## src/adc_cfg_map.svh

```systemverilog
// Register addresses, field positions, codes and timing figures of the configuration block.
`ifndef ADC_CFG_MAP_SVH
`define ADC_CFG_MAP_SVH
`define ADDR_RESET 7'h00
`define ADDR_POWER 7'h01
`define ADDR_CLOCK 7'h02
`define ADDR_DRIVE 7'h03
`define ADDR_FORMAT 7'h04
`define REG_CLEAR 8'h00
`define RST_BIT 7
`define PD_SLEEP_BIT 3
`define PD_NAP_BIT 2
`define PD_MASK 8'h0C
`define CLK_DCS_BIT 0
`define CLK_INV_BIT 3
`define CLK_MASK 8'h09
`define DRV_DISABLE_BIT 3
`define DRV_CODE_HI 2
`define DRV_MASK 8'h0F
`define FMT_TWOS_BIT 0
`define FMT_RAND_BIT 1
`define FMT_ABP_BIT 2
`define FMT_PAT_LO 3
`define FMT_PAT_HI 4
`define FMT_TEST_BIT 5
`define FMT_MASK 8'h3F
`define DRIVE_3P5MA 3'h0
`define DRIVE_1P75MA 3'h1
`define OB_ZERO 12'h800
`define CODE_MAX 12'hFFF
`define CODE_MIN 12'h000
`define ODD_MASK 12'hAAA
`define PAT_SEL_ONES 2'h0
`define PAT_SEL_ZEROS 2'h1
`define PAT_SEL_ALT 2'h2
`define PAT_ONES 13'h1FFF
`define PAT_ZEROS 13'h0000
`define PAT_CHECK_A 13'h1555
`define PAT_CHECK_B 13'h0AAA
`define ADDR_LAST 5'h07
`define ADDR_END 5'h08
`define DATA_LAST 5'h0F
`define FRAME_BITS 5'h10
`define SLEEP_WAKE_NS 32'h0001_86A0
`define CLOCK_NS 32'h0000_0014
`define SLEEP_WAKE_SAMPLES 16'h09C4
`define NAP_WAKE_SAMPLES 16'h0064
`endif

```

## src/adc_cfg_pkg.sv

```systemverilog
// Types shared by the configuration port and the output formatter.
`default_nettype none
package adc_cfg_pkg;
    typedef struct packed {
        logic range_flag;
        logic [11:0] data;
    } sample_t;
    typedef struct packed {
        logic test_pattern_enable;
        logic [1:0] pattern;
        logic abp;
        logic randomize;
        logic twos;
    } fmt_cfg_t;
    typedef enum logic [2:0] {
        PWR_RUN = 3'b000,
        PWR_SLEEP = 3'b001,
        PWR_NAP = 3'b010,
        PWR_WAKE_TIME = 3'b011,
        PWR_WAKE_SAMPLES = 3'b100
    } power_state_t;
endpackage : adc_cfg_pkg
`default_nettype wire

```

## src/sample_formatter.sv

```systemverilog
// Output word formatter: clamp, number format, randomizer, alternate polarity, test patterns.
`timescale 1ns/1ps
`default_nettype none
`include "adc_cfg_map.svh"
module sample_formatter (
    input wire logic i_clock,
    input wire logic i_arst_n,
    input wire logic i_strobe,
    input wire logic [11:0] i_raw_code,
    input wire logic i_over,
    input wire logic i_under,
    input wire adc_cfg_pkg::fmt_cfg_t i_cfg,
    output logic o_strobe,
    output adc_cfg_pkg::sample_t o_sample
);
    import adc_cfg_pkg::*;
    sample_t word_reg, word_next;
    logic strobe_reg, strobe_next, phase_reg, phase_next;
    logic [11:0] code;
    always_comb begin
        code = i_raw_code;
        word_next = word_reg;
        phase_next = phase_reg;
        strobe_next = i_strobe;
        if (i_strobe) begin
            if (i_over) begin
                code = `CODE_MAX;
            end else if (i_under) begin
                code = `CODE_MIN;
            end
            if (i_cfg.twos) begin
                code = code ^ `OB_ZERO;
            end
            if (i_cfg.randomize) begin
                code = code ^ {{11{code[0]}}, 1'b0};
            end
            if (i_cfg.abp) begin
                code = code ^ `ODD_MASK;
            end
            word_next = {i_over | i_under, code};
            phase_next = 1'b0;
            if (i_cfg.test_pattern_enable) begin
                phase_next = ~phase_reg;
                case (i_cfg.pattern)
                    `PAT_SEL_ONES: word_next = `PAT_ONES;
                    `PAT_SEL_ZEROS: word_next = `PAT_ZEROS;
                    `PAT_SEL_ALT: word_next = phase_reg ? `PAT_ZEROS : `PAT_ONES;
                    default: word_next = phase_reg ? `PAT_CHECK_B : `PAT_CHECK_A;
                endcase
            end
        end
    end
    always_ff @(posedge i_clock or negedge i_arst_n) begin
        if (!i_arst_n) begin
            word_reg <= '0;
            strobe_reg <= 1'b0;
            phase_reg <= 1'b0;
        end else begin
            word_reg <= word_next;
            strobe_reg <= strobe_next;
            phase_reg <= phase_next;
        end
    end
    assign o_strobe = strobe_reg;
    assign o_sample = word_reg;
endmodule : sample_formatter
`default_nettype wire

```

## src/spi_frame.sv

```systemverilog
// Serial frame engine: bit counting, write capture and readback shifting.
`timescale 1ns/1ps
`default_nettype none
`include "adc_cfg_map.svh"
module spi_frame (
    input wire logic i_clock,
    input wire logic i_arst_n,
    input wire logic i_active,
    input wire logic i_sck_rise,
    input wire logic i_sck_fall,
    input wire logic i_sdi,
    input wire logic [7:0] i_read_data,
    output logic o_write,
    output logic [6:0] o_addr,
    output logic [7:0] o_wdata,
    output logic o_sdo_release
);
    logic [4:0] count_reg, count_next;
    logic [6:0] shift_reg, shift_next, addr_reg, addr_next;
    logic [7:0] wdata_reg, wdata_next, out_reg, out_next;
    logic read_reg, read_next, write_reg, write_next, sdo_reg, sdo_next;
    always_comb begin
        count_next = count_reg;
        shift_next = shift_reg;
        addr_next = addr_reg;
        wdata_next = wdata_reg;
        out_next = out_reg;
        read_next = read_reg;
        write_next = 1'b0;
        sdo_next = sdo_reg;
        if (!i_active) begin
            count_next = 5'h00;
            read_next = 1'b0;
            sdo_next = 1'b1;
        end else begin
            if (i_sck_rise && count_reg != `FRAME_BITS) begin
                shift_next = {shift_reg[5:0], i_sdi};
                count_next = count_reg + 5'h01;
                if (count_reg == `ADDR_LAST) begin
                    addr_next = {shift_reg[5:0], i_sdi};
                    read_next = shift_reg[6];
                end
                if (count_reg == `DATA_LAST && !read_reg) begin
                    write_next = 1'b1;
                    wdata_next = {shift_reg[6:0], i_sdi};
                end
            end
            if (i_sck_fall && read_reg) begin
                if (count_reg == `ADDR_END) begin
                    sdo_next = i_read_data[7];
                    out_next = {i_read_data[6:0], 1'b0};
                end else if (count_reg != `FRAME_BITS) begin
                    sdo_next = out_reg[7];
                    out_next = {out_reg[6:0], 1'b0};
                end
            end
        end
    end
    always_ff @(posedge i_clock or negedge i_arst_n) begin
        if (!i_arst_n) begin
            count_reg <= 5'h00;
            shift_reg <= 7'h00;
            addr_reg <= 7'h00;
            wdata_reg <= 8'h00;
            out_reg <= 8'h00;
            read_reg <= 1'b0;
            write_reg <= 1'b0;
            sdo_reg <= 1'b1;
        end else begin
            count_reg <= count_next;
            shift_reg <= shift_next;
            addr_reg <= addr_next;
            wdata_reg <= wdata_next;
            out_reg <= out_next;
            read_reg <= read_next;
            write_reg <= write_next;
            sdo_reg <= sdo_next;
        end
    end
    assign o_write = write_reg;
    assign o_addr = addr_reg;
    assign o_wdata = wdata_reg;
    assign o_sdo_release = sdo_reg;
endmodule : spi_frame
`default_nettype wire

```

## src/adc_output_format_and_spi_config.sv

```systemverilog
// Top of the converter's digital side: mode pins, serial registers, power states, outputs.
//
// What this block does
// - Offset binary default, two's complement selectable.
// - Out-of-range clamps to extreme code, flag set.
// - Randomizer XORs LSB into upper bits.
// - Alternate polarity inverts odd data bits.
// - Randomizer and polarity enabled independently.
// - Test patterns drive flag and data bits.
// - Test pattern bypasses all other formatting.
// - Output disable floats data, flag, clock.
// - Sleep from register or serial clock pin.
// - Nap recovery takes at least 100 samples.
// - Interface select high makes pins static.
// - Static pins: stabilizer, sleep, drive current.
// - Interface select low enables serial port.
// - Frame is chip select low; sixteen edges.
// - Write stores byte; read returns, ignores data.
// - Serial output is open drain.
// - Reset bit clears all mode registers.
// - Reset register at address zero, write only.
// - Range flag delayed with its sample.
`timescale 1ns/1ps
`default_nettype none
`include "adc_cfg_map.svh"
module adc_output_format_and_spi_config #(
    parameter int SLEEP_WAKE_CYCLES = (`SLEEP_WAKE_NS + `CLOCK_NS - 1) / `CLOCK_NS
) (
    input wire logic i_clock,
    input wire logic i_arst_n,
    input wire logic i_interface_select,
    input wire logic i_cs_n,
    input wire logic i_sck,
    input wire logic i_sdi,
    input wire logic i_sample_strobe,
    input wire logic [11:0] i_raw_code,
    input wire logic i_over,
    input wire logic i_under,
    output logic o_sdo,
    output logic o_sdo_oe_n,
    output logic [11:0] o_data,
    output logic o_range_flag,
    output logic o_sample_out_clock,
    output logic o_out_oe_n,
    output logic o_duty_stabilizer_on,
    output logic o_out_clock_invert,
    output logic o_sleep,
    output logic o_nap,
    output logic [2:0] o_drive_code,
    output logic o_samples_valid
);
    import adc_cfg_pkg::*;

    // Pin synchronisers; only the second stage is looked at.
    logic [3:0] meta_reg, meta_next, sync_reg, sync_next;
    logic sck_prev_reg, sck_prev_next;
    logic parallel_mode, cs_n_s, sck_s, sdi_s;
    logic serial_active, sck_rise, sck_fall;

    always_comb begin
        meta_next = {i_interface_select, i_cs_n, i_sck, i_sdi};
        sync_next = meta_reg;
        sck_prev_next = sync_reg[1];
    end

    always_ff @(posedge i_clock or negedge i_arst_n) begin
        if (!i_arst_n) begin
            meta_reg <= 4'h6;
            sync_reg <= 4'h6;
            sck_prev_reg <= 1'b1;
        end else begin
            meta_reg <= meta_next;
            sync_reg <= sync_next;
            sck_prev_reg <= sck_prev_next;
        end
    end

    assign parallel_mode = sync_reg[3];
    assign cs_n_s = sync_reg[2];
    assign sck_s = sync_reg[1];
    assign sdi_s = sync_reg[0];
    assign serial_active = !parallel_mode && !cs_n_s;
    assign sck_rise = sck_s && !sck_prev_reg;
    assign sck_fall = !sck_s && sck_prev_reg;

    // Serial frame engine.
    logic spi_write, spi_release;
    logic [6:0] spi_addr;
    logic [7:0] spi_wdata, read_data;

    spi_frame u_frame (
        .i_clock(i_clock),
        .i_arst_n(i_arst_n),
        .i_active(serial_active),
        .i_sck_rise(sck_rise),
        .i_sck_fall(sck_fall),
        .i_sdi(sdi_s),
        .i_read_data(read_data),
        .o_write(spi_write),
        .o_addr(spi_addr),
        .o_wdata(spi_wdata),
        .o_sdo_release(spi_release)
    );

    // Mode control registers.
    logic [7:0] power_down_reg, power_down_next;
    logic [7:0] clock_reg, clock_next;
    logic [7:0] output_drive_reg, output_drive_next;
    logic [7:0] format_reg, format_next;
    logic soft_reset;

    // The reset bit is never stored, so it clears itself and cannot be read back.
    assign soft_reset = spi_write && spi_addr == `ADDR_RESET && spi_wdata[`RST_BIT];

    always_comb begin
        power_down_next = power_down_reg;
        clock_next = clock_reg;
        output_drive_next = output_drive_reg;
        format_next = format_reg;
        if (soft_reset) begin
            power_down_next = `REG_CLEAR;
            clock_next = `REG_CLEAR;
            output_drive_next = `REG_CLEAR;
            format_next = `REG_CLEAR;
        end else if (spi_write) begin
            case (spi_addr)
                `ADDR_POWER: power_down_next = spi_wdata & `PD_MASK;
                `ADDR_CLOCK: clock_next = spi_wdata & `CLK_MASK;
                `ADDR_DRIVE: output_drive_next = spi_wdata & `DRV_MASK;
                `ADDR_FORMAT: format_next = spi_wdata & `FMT_MASK;
                default: power_down_next = power_down_reg;
            endcase
        end
    end

    always_comb begin
        case (spi_addr)
            `ADDR_POWER: read_data = power_down_reg;
            `ADDR_CLOCK: read_data = clock_reg;
            `ADDR_DRIVE: read_data = output_drive_reg;
            `ADDR_FORMAT: read_data = format_reg;
            default: read_data = `REG_CLEAR;
        endcase
    end

    always_ff @(posedge i_clock or negedge i_arst_n) begin
        if (!i_arst_n) begin
            power_down_reg <= `REG_CLEAR;
            clock_reg <= `REG_CLEAR;
            output_drive_reg <= `REG_CLEAR;
            format_reg <= `REG_CLEAR;
        end else begin
            power_down_reg <= power_down_next;
            clock_reg <= clock_next;
            output_drive_reg <= output_drive_next;
            format_reg <= format_next;
        end
    end

    // Effective modes: static pins in parallel mode, registers in serial mode.
    logic mode_sleep, mode_nap, mode_dcs, mode_disable, mode_invert;
    logic [2:0] mode_drive;
    fmt_cfg_t fmt_cfg;

    always_comb begin
        if (parallel_mode) begin
            mode_sleep = sck_s;
            mode_nap = 1'b0;
            mode_dcs = cs_n_s;
            mode_drive = sdi_s ? `DRIVE_1P75MA : `DRIVE_3P5MA;
            mode_disable = 1'b0;
            mode_invert = 1'b0;
            fmt_cfg = '0;
        end else begin
            mode_sleep = power_down_reg[`PD_SLEEP_BIT];
            mode_nap = power_down_reg[`PD_NAP_BIT];
            mode_dcs = clock_reg[`CLK_DCS_BIT];
            mode_drive = output_drive_reg[`DRV_CODE_HI:0];
            mode_disable = output_drive_reg[`DRV_DISABLE_BIT];
            mode_invert = clock_reg[`CLK_INV_BIT];
            fmt_cfg.test_pattern_enable = format_reg[`FMT_TEST_BIT];
            fmt_cfg.pattern = format_reg[`FMT_PAT_HI:`FMT_PAT_LO];
            fmt_cfg.abp = format_reg[`FMT_ABP_BIT];
            fmt_cfg.randomize = format_reg[`FMT_RAND_BIT];
            fmt_cfg.twos = format_reg[`FMT_TWOS_BIT];
        end
    end

    // Power states and wake-up accounting.
    power_state_t power_reg, power_next;
    logic [15:0] wake_cnt_reg, wake_cnt_next;
    localparam logic [15:0] SLEEP_WAKE_COUNT = 16'(SLEEP_WAKE_CYCLES);

    always_comb begin
        power_next = power_reg;
        wake_cnt_next = wake_cnt_reg;
        if (mode_sleep) begin
            power_next = PWR_SLEEP;
        end else if (mode_nap) begin
            power_next = PWR_NAP;
        end else begin
            case (power_reg)
                PWR_SLEEP: begin
                    power_next = PWR_WAKE_TIME;
                    wake_cnt_next = SLEEP_WAKE_COUNT;
                end
                PWR_NAP: begin
                    power_next = PWR_WAKE_SAMPLES;
                    wake_cnt_next = `NAP_WAKE_SAMPLES;
                end
                PWR_WAKE_TIME: begin
                    wake_cnt_next = wake_cnt_reg - 16'h0001;
                    if (wake_cnt_reg == 16'h0001) begin
                        power_next = PWR_WAKE_SAMPLES;
                        wake_cnt_next = `SLEEP_WAKE_SAMPLES;
                    end
                end
                PWR_WAKE_SAMPLES: begin
                    if (i_sample_strobe) begin
                        wake_cnt_next = wake_cnt_reg - 16'h0001;
                        if (wake_cnt_reg == 16'h0001) begin
                            power_next = PWR_RUN;
                        end
                    end
                end
                default: power_next = PWR_RUN;
            endcase
        end
    end

    always_ff @(posedge i_clock or negedge i_arst_n) begin
        if (!i_arst_n) begin
            power_reg <= PWR_RUN;
            wake_cnt_reg <= 16'h0000;
        end else begin
            power_reg <= power_next;
            wake_cnt_reg <= wake_cnt_next;
        end
    end

    // Output formatter.
    logic fmt_strobe;
    sample_t fmt_sample;

    sample_formatter u_format (
        .i_clock(i_clock),
        .i_arst_n(i_arst_n),
        .i_strobe(i_sample_strobe),
        .i_raw_code(i_raw_code),
        .i_over(i_over),
        .i_under(i_under),
        .i_cfg(fmt_cfg),
        .o_strobe(fmt_strobe),
        .o_sample(fmt_sample)
    );

    // Output stage; every pin leaves from a flop.
    sample_t word_reg, word_next;
    logic toggle_reg, toggle_next, out_clk_reg, out_clk_next, oe_n_reg, oe_n_next;
    logic sdo_oe_n_reg, sdo_oe_n_next, dcs_reg, dcs_next, inv_reg, inv_next;
    logic sleep_reg, sleep_next, nap_reg, nap_next, valid_reg, valid_next;
    logic [2:0] drive_reg, drive_next;

    always_comb begin
        word_next = fmt_strobe ? fmt_sample : word_reg;
        toggle_next = fmt_strobe ? ~toggle_reg : toggle_reg;
        out_clk_next = toggle_next ^ mode_invert;
        oe_n_next = mode_disable;
        // The pad pulls low only for zero bits; ones rely on the external pull-up.
        sdo_oe_n_next = spi_release;
        dcs_next = mode_dcs;
        inv_next = mode_invert;
        sleep_next = mode_sleep;
        nap_next = mode_nap && !mode_sleep;
        drive_next = mode_drive;
        valid_next = power_next == PWR_RUN;
    end

    always_ff @(posedge i_clock or negedge i_arst_n) begin
        if (!i_arst_n) begin
            word_reg <= '0;
            toggle_reg <= 1'b0;
            out_clk_reg <= 1'b0;
            oe_n_reg <= 1'b0;
            sdo_oe_n_reg <= 1'b1;
            dcs_reg <= 1'b0;
            inv_reg <= 1'b0;
            sleep_reg <= 1'b0;
            nap_reg <= 1'b0;
            drive_reg <= `DRIVE_3P5MA;
            valid_reg <= 1'b1;
        end else begin
            word_reg <= word_next;
            toggle_reg <= toggle_next;
            out_clk_reg <= out_clk_next;
            oe_n_reg <= oe_n_next;
            sdo_oe_n_reg <= sdo_oe_n_next;
            dcs_reg <= dcs_next;
            inv_reg <= inv_next;
            sleep_reg <= sleep_next;
            nap_reg <= nap_next;
            drive_reg <= drive_next;
            valid_reg <= valid_next;
        end
    end

    assign o_data = word_reg.data;
    assign o_range_flag = word_reg.range_flag;
    assign o_sample_out_clock = out_clk_reg;
    assign o_out_oe_n = oe_n_reg;
    assign o_sdo = sdo_oe_n_reg;
    assign o_sdo_oe_n = sdo_oe_n_reg;
    assign o_duty_stabilizer_on = dcs_reg;
    assign o_out_clock_invert = inv_reg;
    assign o_sleep = sleep_reg;
    assign o_nap = nap_reg;
    assign o_drive_code = drive_reg;
    assign o_samples_valid = valid_reg;
endmodule : adc_output_format_and_spi_config
`default_nettype wire

```

## config.mk

```make
export PLATFORM = sky130hd
export DESIGN_NAME = adc_output_format_and_spi_config
export DESIGN_NICKNAME = d
export VERILOG_FILES = /design/src/adc_cfg_pkg.sv /design/src/sample_formatter.sv /design/src/spi_frame.sv /design/src/adc_output_format_and_spi_config.sv
export VERILOG_INCLUDE_DIRS = /design/src
export SDC_FILE = /design/constraint.sdc
export NUM_CORES = 1
export LEC_CHECK = 0
export BUFFER_PORTS_ARGS = -buffer_cell sky130_fd_sc_hd__buf_4
export CAP_MARGIN = 5
export CORE_MARGIN = 5
export CORE_UTILIZATION = 60
export CTS_BUF_LIST = sky130_fd_sc_hd__clkbuf_2
export DETAILED_ROUTE_END_ITERATION = 7
export PLACE_DENSITY = 0.8
export RECOVER_POWER = 100
export SLEW_MARGIN = 20
export SYNTH_ARGS = -nofsm -noshare
export SYNTH_HDL_FRONTEND = slang
export SYNTH_SLANG_ARGS = --single-unit
```

## constraint.sdc

```tcl
create_clock -name i_clock -period 2.65 [get_ports i_clock]
set_input_delay 0.265 -clock i_clock [delete_from_list [all_inputs] [get_ports i_clock]]
set_output_delay 0.265 -clock i_clock [all_outputs]
set_load 0.02 [all_outputs]
```

==> impl_metrics.tcl, run 1 <==
set metrics [dict create \
    status "finished with violations" \
    violations "max-capacitance violations, max-slew violations" \
    finalSetupTns_ps 0 \
    grt_pass1_wl_mm 19.8 \
    relSlewSlack_pct -49.5 \
    synth_xor_area_share_pct 2.37 \
    core_sq_mm 0.00911 \
    max_freq_ghz 0.416 \
    drc_errors 0 \
    setup_slack_ps 246 \
    drv_slew 39 \
    die-width_um 106 \
    num_rows 35 \
    critPathBufInv 4 \
    min-delay-start "i_raw_code[1]" \
    drt-wirelength-per-cell_um 16.6 \
    drt_iter0_drc 201 \
    pre_cts_slack_ps 436 \
    synth.area.mux_share_pct 12.2 \
    viasPerCell 5.90 \
    synthDistinctLibCells 63 \
    num_io_pins 46 \
    cts.sinks 118 \
    drive_gt1_share_pct 18.2 \
    synth-seq-area-share_pct 53.5 \
    synth_commonest_cells "dfrtp_1, nor2_1, nand2_1" \
    vdd_drop_max_mv 0.361 \
    synth_top_cell_area_share_pct 49.7 \
    p_leak_nw 2.77 \
    antenna_left 0 \
    via_count 4096 \
    clk_path_buf_depth 2 \
    place_area_sq_mm 0.00602 \
    multiInputGateArea_sq_mm 0.00243 \
    register_area_sq_mm 0.00296 \
    worstPathRequired_ps 3210 \
    ys_warn_count 0 \
    die_y_um 106 \
    nNetsFinal 596 \
    syn-instance-count 505 \
    antenna_found_initial 0 \
    max-cap-violations 1 \
    hold_violations 0 \
    setup_violations 0 \
    yosys.area_share.simple_pct 17.0 \
    tritoncts "built" \
    nFillCells 708 \
    portBuffers 45 \
    largest_reg_flops 16 \
    grt_pass1_vias 4226 \
    cpPeakStageDelay_ps 590 \
    fin_cells 694 \
    mappedNetlistArea_sq_mm 0.00554 \
    netlist_top_cells_area "dfrtp_1, mux2_2, mux2i_1" \
    postSynthAreaPerCell_sq_um 11.0 \
    fin_skew_ps 37.0 \
    cts-root-buf "clkbuf_2" \
    routed_wirelength_mm 11.5 \
    crit_top_cell "buf_4" \
    areaGrowthSynthToFinish_pct 12.4 \
    post-route-period-util_pct 90.7 \
    synth_compound_area_share_pct 11.2 \
    hold_path.class "in2reg" \
    place.gp.congestion 0.881 \
    path_class "reg2reg" \
    dpl.hpwl_mm 8.17 \
    clock_latency_ps 670 \
    grt-ovfl-total 0 \
    synth_nets 531 \
    critPathLaunchType "register" \
    die-area_sq_mm 0.0113 \
    grt_max_degree 56 \
    cts_made_buffers 17 \
    dpl.cell_count 649 \
    startpoint "sync_reg[3]" \
    fin_total_pwr_mw 4.14 \
    postLayoutCellArea_sq_mm 0.00623 \
    path_cells "buf_4, nor2b_1, buf_4, nand2_1, o21ai_0, clkbuf_1, a21oi_1, a31oi_1, dlygate4sd3_1" \
    grt_use_total_pct 22.1 \
    synth_adder_area_share_pct 1.13 \
    htree_num_levels 4 \
    worstSetupEndpointType "register" \
    synth_top_area_cell "dfrtp_1" \
    rsz0062_at_grt "no" \
    timing.critical_path.fanout_max 13 \
    antenna_cells 0 \
    synth_edf_count 0 \
    crit_family "buffers and inverters" \
    cpMaxStageDelayCell "dlygate4sd3_1" \
    worst-slew-pin-transition_ps 2240 \
    synth_top_family_by_area "simple AND/OR/NAND/NOR gates" \
    path_clk_slew_ps 190 \
    post_cts_buffers 0 \
    cp.arrival_ps 2960 \
    start_util_pct 60.8 \
    dr.pass1.iters 4 \
    rr_startpoint "sync_reg[3]" \
    async_flop_share_pct 100 \
    power_density_mw_per_mm2 666 \
    ys_seq_elements 118 \
    post-route-min-period_ps 2400 \
    yosys_most_used_dff "dfrtp_1" \
    yosysMostFrequentCell "dfrtp_1" \
]
-- metal layers --
layer | global-route usage (%) | up-vias | wire length (um)
li1 | - | 1951 | -
met1 | 27.7 | 2006 | 4960
met2 | 36.4 | 114 | 5680
met3 | 5.77 | 25 | 548
met4 | 9.62 | 0 | 295
met5 | 0 | - | 0
-- what timing repair did --
| item | 4_1_cts | 5_1_grt |
|---|---|---|
| endpoints found under the hold margin | 93 | 1 |
| endpoints found under the setup margin | 0 | 1 |
| gates resized for setup | 0 | 1 |
| hold buffers | 12 | 1 |
-- worst reg2reg max path, delay by kind of cell, from the launching register on --
family | cells | cell delay [ps]
flops | 1 | 500
buf+inv | 4 | 1150
simple gates | 2 | 120
compound gates | 3 | 510
-- stage by stage --
stage          hold slack [ps]  utilization [%]
2_1_floorplan            -30.6                -
3_3_place_gp               276             66.0
3_5_place_dp               282             66.0
4_1_cts                   3.14             69.5
5_1_grt                  0.157             68.4
6_report                  52.1             68.4
-- worst paths after layout --
kind	slack [ps]	depth (start not counted)	to
max	250	9	u_format.o_sample[10]
min	50	5	u_format.o_sample[1]
max reg2reg	250	9	u_format.o_sample[10]
min reg2reg	370	0	sync_reg[2]
max in group asynchronous	540	3	output_drive_reg[0]
min in group asynchronous	770	2	wake_cnt_reg[14]
-- cells by family (layout without fill, tap and decap cells) --
logic type / after synthesis / in the layout
simple gates: 178 / 178
fa+ha+maj: 5 / 5
compound gates: 91 / 91
buf+inv: 35 / 113
xor+xnor: 15 / 15
flops: 118 / 118
mux: 63 / 63
-- power by group --
group	switching [mW]	internal, mW	leakage [nW]
logic	0.572	0.398	1.18
registers	0.198	2.00	1.47
clock network	0.726	0.254	0.124
total	1.50	2.65	2.77
-- final cells by class --
type                    instances  area share [%]
multi-input cells             352            39.1
well taps                     111            2.23
clock buffers                  18            1.45
flip-flops and latches        118            47.6
repair buffers                 69            7.23
clock inverters                14            1.69
inverters                      12           0.723
-- layout by cell type (no fill, tap or decap), types with 3 or more instances in the layout --
cell / count
a211oi_1: 7
a21oi_1: 19
a22o_1: 6
a22oi_1: 4
a311oi_1: 3
a31oi_1: 3
a32oi_1: 4
and3_1: 5
buf_4: 21
clkbuf_1: 30
clkbuf_2: 18
clkbuf_4: 4
clkinv_2: 4
clkinv_4: 6
dfrtp_1: 109
dfstp_2: 7
dlygate4sd3_1: 13
ha_1: 5
inv_1: 12
mux2_1: 8
mux2_2: 29
mux2i_1: 26
nand2_1: 38
nand2b_1: 5
nand3_1: 9
nand4_1: 3
nor2_1: 54
nor2b_1: 14
nor3_1: 10
nor3b_1: 8
nor4_1: 5
o21ai_0: 24
o22ai_1: 5
or3_1: 3
xnor2_1: 10
xor2_1: 5
No activity file was read; power rests on OpenSTA's default activity.
==> inputs of run 2 (changes only) <==
BUFFER_PORTS_ARGS = -buffer_cell sky130_fd_sc_hd__buf_2   (was -buffer_cell sky130_fd_sc_hd__buf_4)
==> run 2 against run 1 <==
  * The run still ends with max-capacitance violations, max-slew violations left
  * First-iteration DRC count is 3.5% higher
  * Worst hold slack better by 3.7 ps
  * Wire length is 3.5% lower
  * Largest cell class unchanged
  * Largest power group unchanged
  * Highest routed layer unchanged
==> impl_metrics.tcl, run 2 (same netlist as run 1, synthesis figures left out) <==
set metrics [dict create \
    vdd_drop_max_mv 0.391 \
    grt_pass1_wl_mm 19.2 \
    cts-root-buf "clkbuf_2" \
    critPathLaunchType "register" \
    path_class "reg2reg" \
    startpoint "wake_cnt_reg[4]" \
    drv_slew 39 \
    violations "max-capacitance violations, max-slew violations" \
    wl_met2_mm 5.47 \
    dr.pass1.iters 5 \
    die-area_sq_mm 0.0113 \
    cts_made_buffers 17 \
    setup_violations 0 \
    largest_reg_flops 16 \
    hold_violations 0 \
    fin_skew_ps 28.4 \
    die_y_um 106 \
    timing.critical_path.fanout_max 7 \
    reg2reg_slack_ps 200 \
    grt_pass1_vias 4079 \
    rr_startpoint "wake_cnt_reg[4]" \
    worstPathRequired_ps 3190 \
    drc_errors 0 \
    drive_gt1_share_pct 17.8 \
    wl_met3_um 497 \
    antenna_cells 0 \
    cts.sinks 118 \
    areaGrowthSynthToFinish_pct 11.4 \
    htree_num_levels 4 \
    topRoutingLayerUsed "met4" \
    dpl.hpwl_mm 7.98 \
    start_util_pct 60.8 \
    min-delay-start "i_raw_code[6]" \
    viasPerCell 5.88 \
    path_clk_slew_ps 200 \
    via_count 4058 \
    routed_wirelength_mm 11.1 \
    post-route-period-util_pct 92.4 \
    cp.arrival_ps 2990 \
    status "finished with violations" \
    finalSetupTns_ps 0 \
    p_leak_nw 2.74 \
    tritoncts "built" \
    hold_path.class "in2reg" \
    worstSetupEndpointType "register" \
    max-cap-violations 1 \
    fin_cells 690 \
    mostFrequentLayoutCell "dfrtp_1" \
    grt-ovfl-total 0 \
    antenna_found_initial 0 \
    nFillCells 692 \
    rsz0062_at_grt "no" \
    post-route-util_pct 67.8 \
    drt_iter0_drc 208 \
    power_density_mw_per_mm2 694 \
    cts_repair_resize_count 0 \
    antenna_left 0 \
    clk_path_buf_depth 2 \
    num_rows 35 \
    max_freq_ghz 0.408 \
    die-width_um 106 \
    final_cell_mix "dfrtp_1, nor2_1, nand2_1" \
    num_io_pins 46 \
    grt_max_degree 55 \
    post-route-min-period_ps 2450 \
    portBuffers 45 \
    nNetsFinal 592 \
    place.gp.congestion 0.886 \
    core_sq_mm 0.00911 \
    clock_latency_ps 620 \
    relSlewSlack_pct -40.8 \
    worst-slew-pin-transition_ps 2110 \
    drt-wirelength-per-cell_um 16.1 \
    grt_use_total_pct 21.1 \
    whs_ps 55.8 \
    wl_met1_mm 4.93 \
    dpl.cell_count 649 \
]
## run 2: cell types whose count changed in the layout (fill, tap and decap cells not counted), sizes merged
cell,previous run,this run
clkbuf,52,48
bufinv,0,2
buf,22,25
clkinv,10,3
inv,14,16
clkinvlp,2,6
dlygate4sd3,13,9
## run 2: where the power goes
group | leakage [nW] | switching, mW | internal [mW]
clock network | 0.127 | 0.715 | 0.433
registers | 1.47 | 0.202 | 1.99
logic | 1.14 | 0.556 | 0.384
## run 2: final timing paths
path,depth (start not counted),end
max in group asynchronous,3,u_frame.o_wdata[2]
setup reg to reg,6,o_samples_valid
setup / recovery,6,o_samples_valid
hold / removal,3,u_format.o_sample[6]
hold reg to reg,0,sync_reg[0]
min in group asynchronous,2,wake_cnt_reg[15]
## run 2: through the flow
stage | area (sq um) | worst slack, ps | power [mW]
3_5_place_dp | 5910 | 420 | 3.18
3_3_place_gp | 5910 | 552 | 3.14
4_1_cts | 6220 | 241 | 4.34
6_report | 6170 | 200 | 4.28
2_1_floorplan | 5540 | 527 | 2.87
5_1_grt | 6170 | 39.7 | 4.54
## run 2: timing repair
item	CTS	global route
hold buffers	8	1
setup buffers	0	0
endpoints found under the hold margin	61	1
setup endpoints to repair	0	0
## run 2: metal layers
metal / vias up / GRT usage [%]
li1: 1933 / -
met1: 1994 / 27.6
met2: 113 / 34.7
met3: 18 / 4.98
met4: 0 / 7.03
met5: - / 0
## run 2: cell type report
type	instances	area (sq um)	area share, %
flip-flops and latches	118	2960	48.0
well taps	111	139	2.25
clock buffers	17	85.1	1.38
clock inverters	15	154	2.49
inverters	12	45.0	0.730
multi-input cells	352	2430	39.3
repair buffers	65	359	5.82
## run 2: worst max-delay path, stage by stage (launching register included)
cell	delay, ps
dfrtp_1	460
nor4_2	270
clkbuf_1	290
nand4b_1	270
a211oi_1	810
or2_1	220
nor3b_1	50
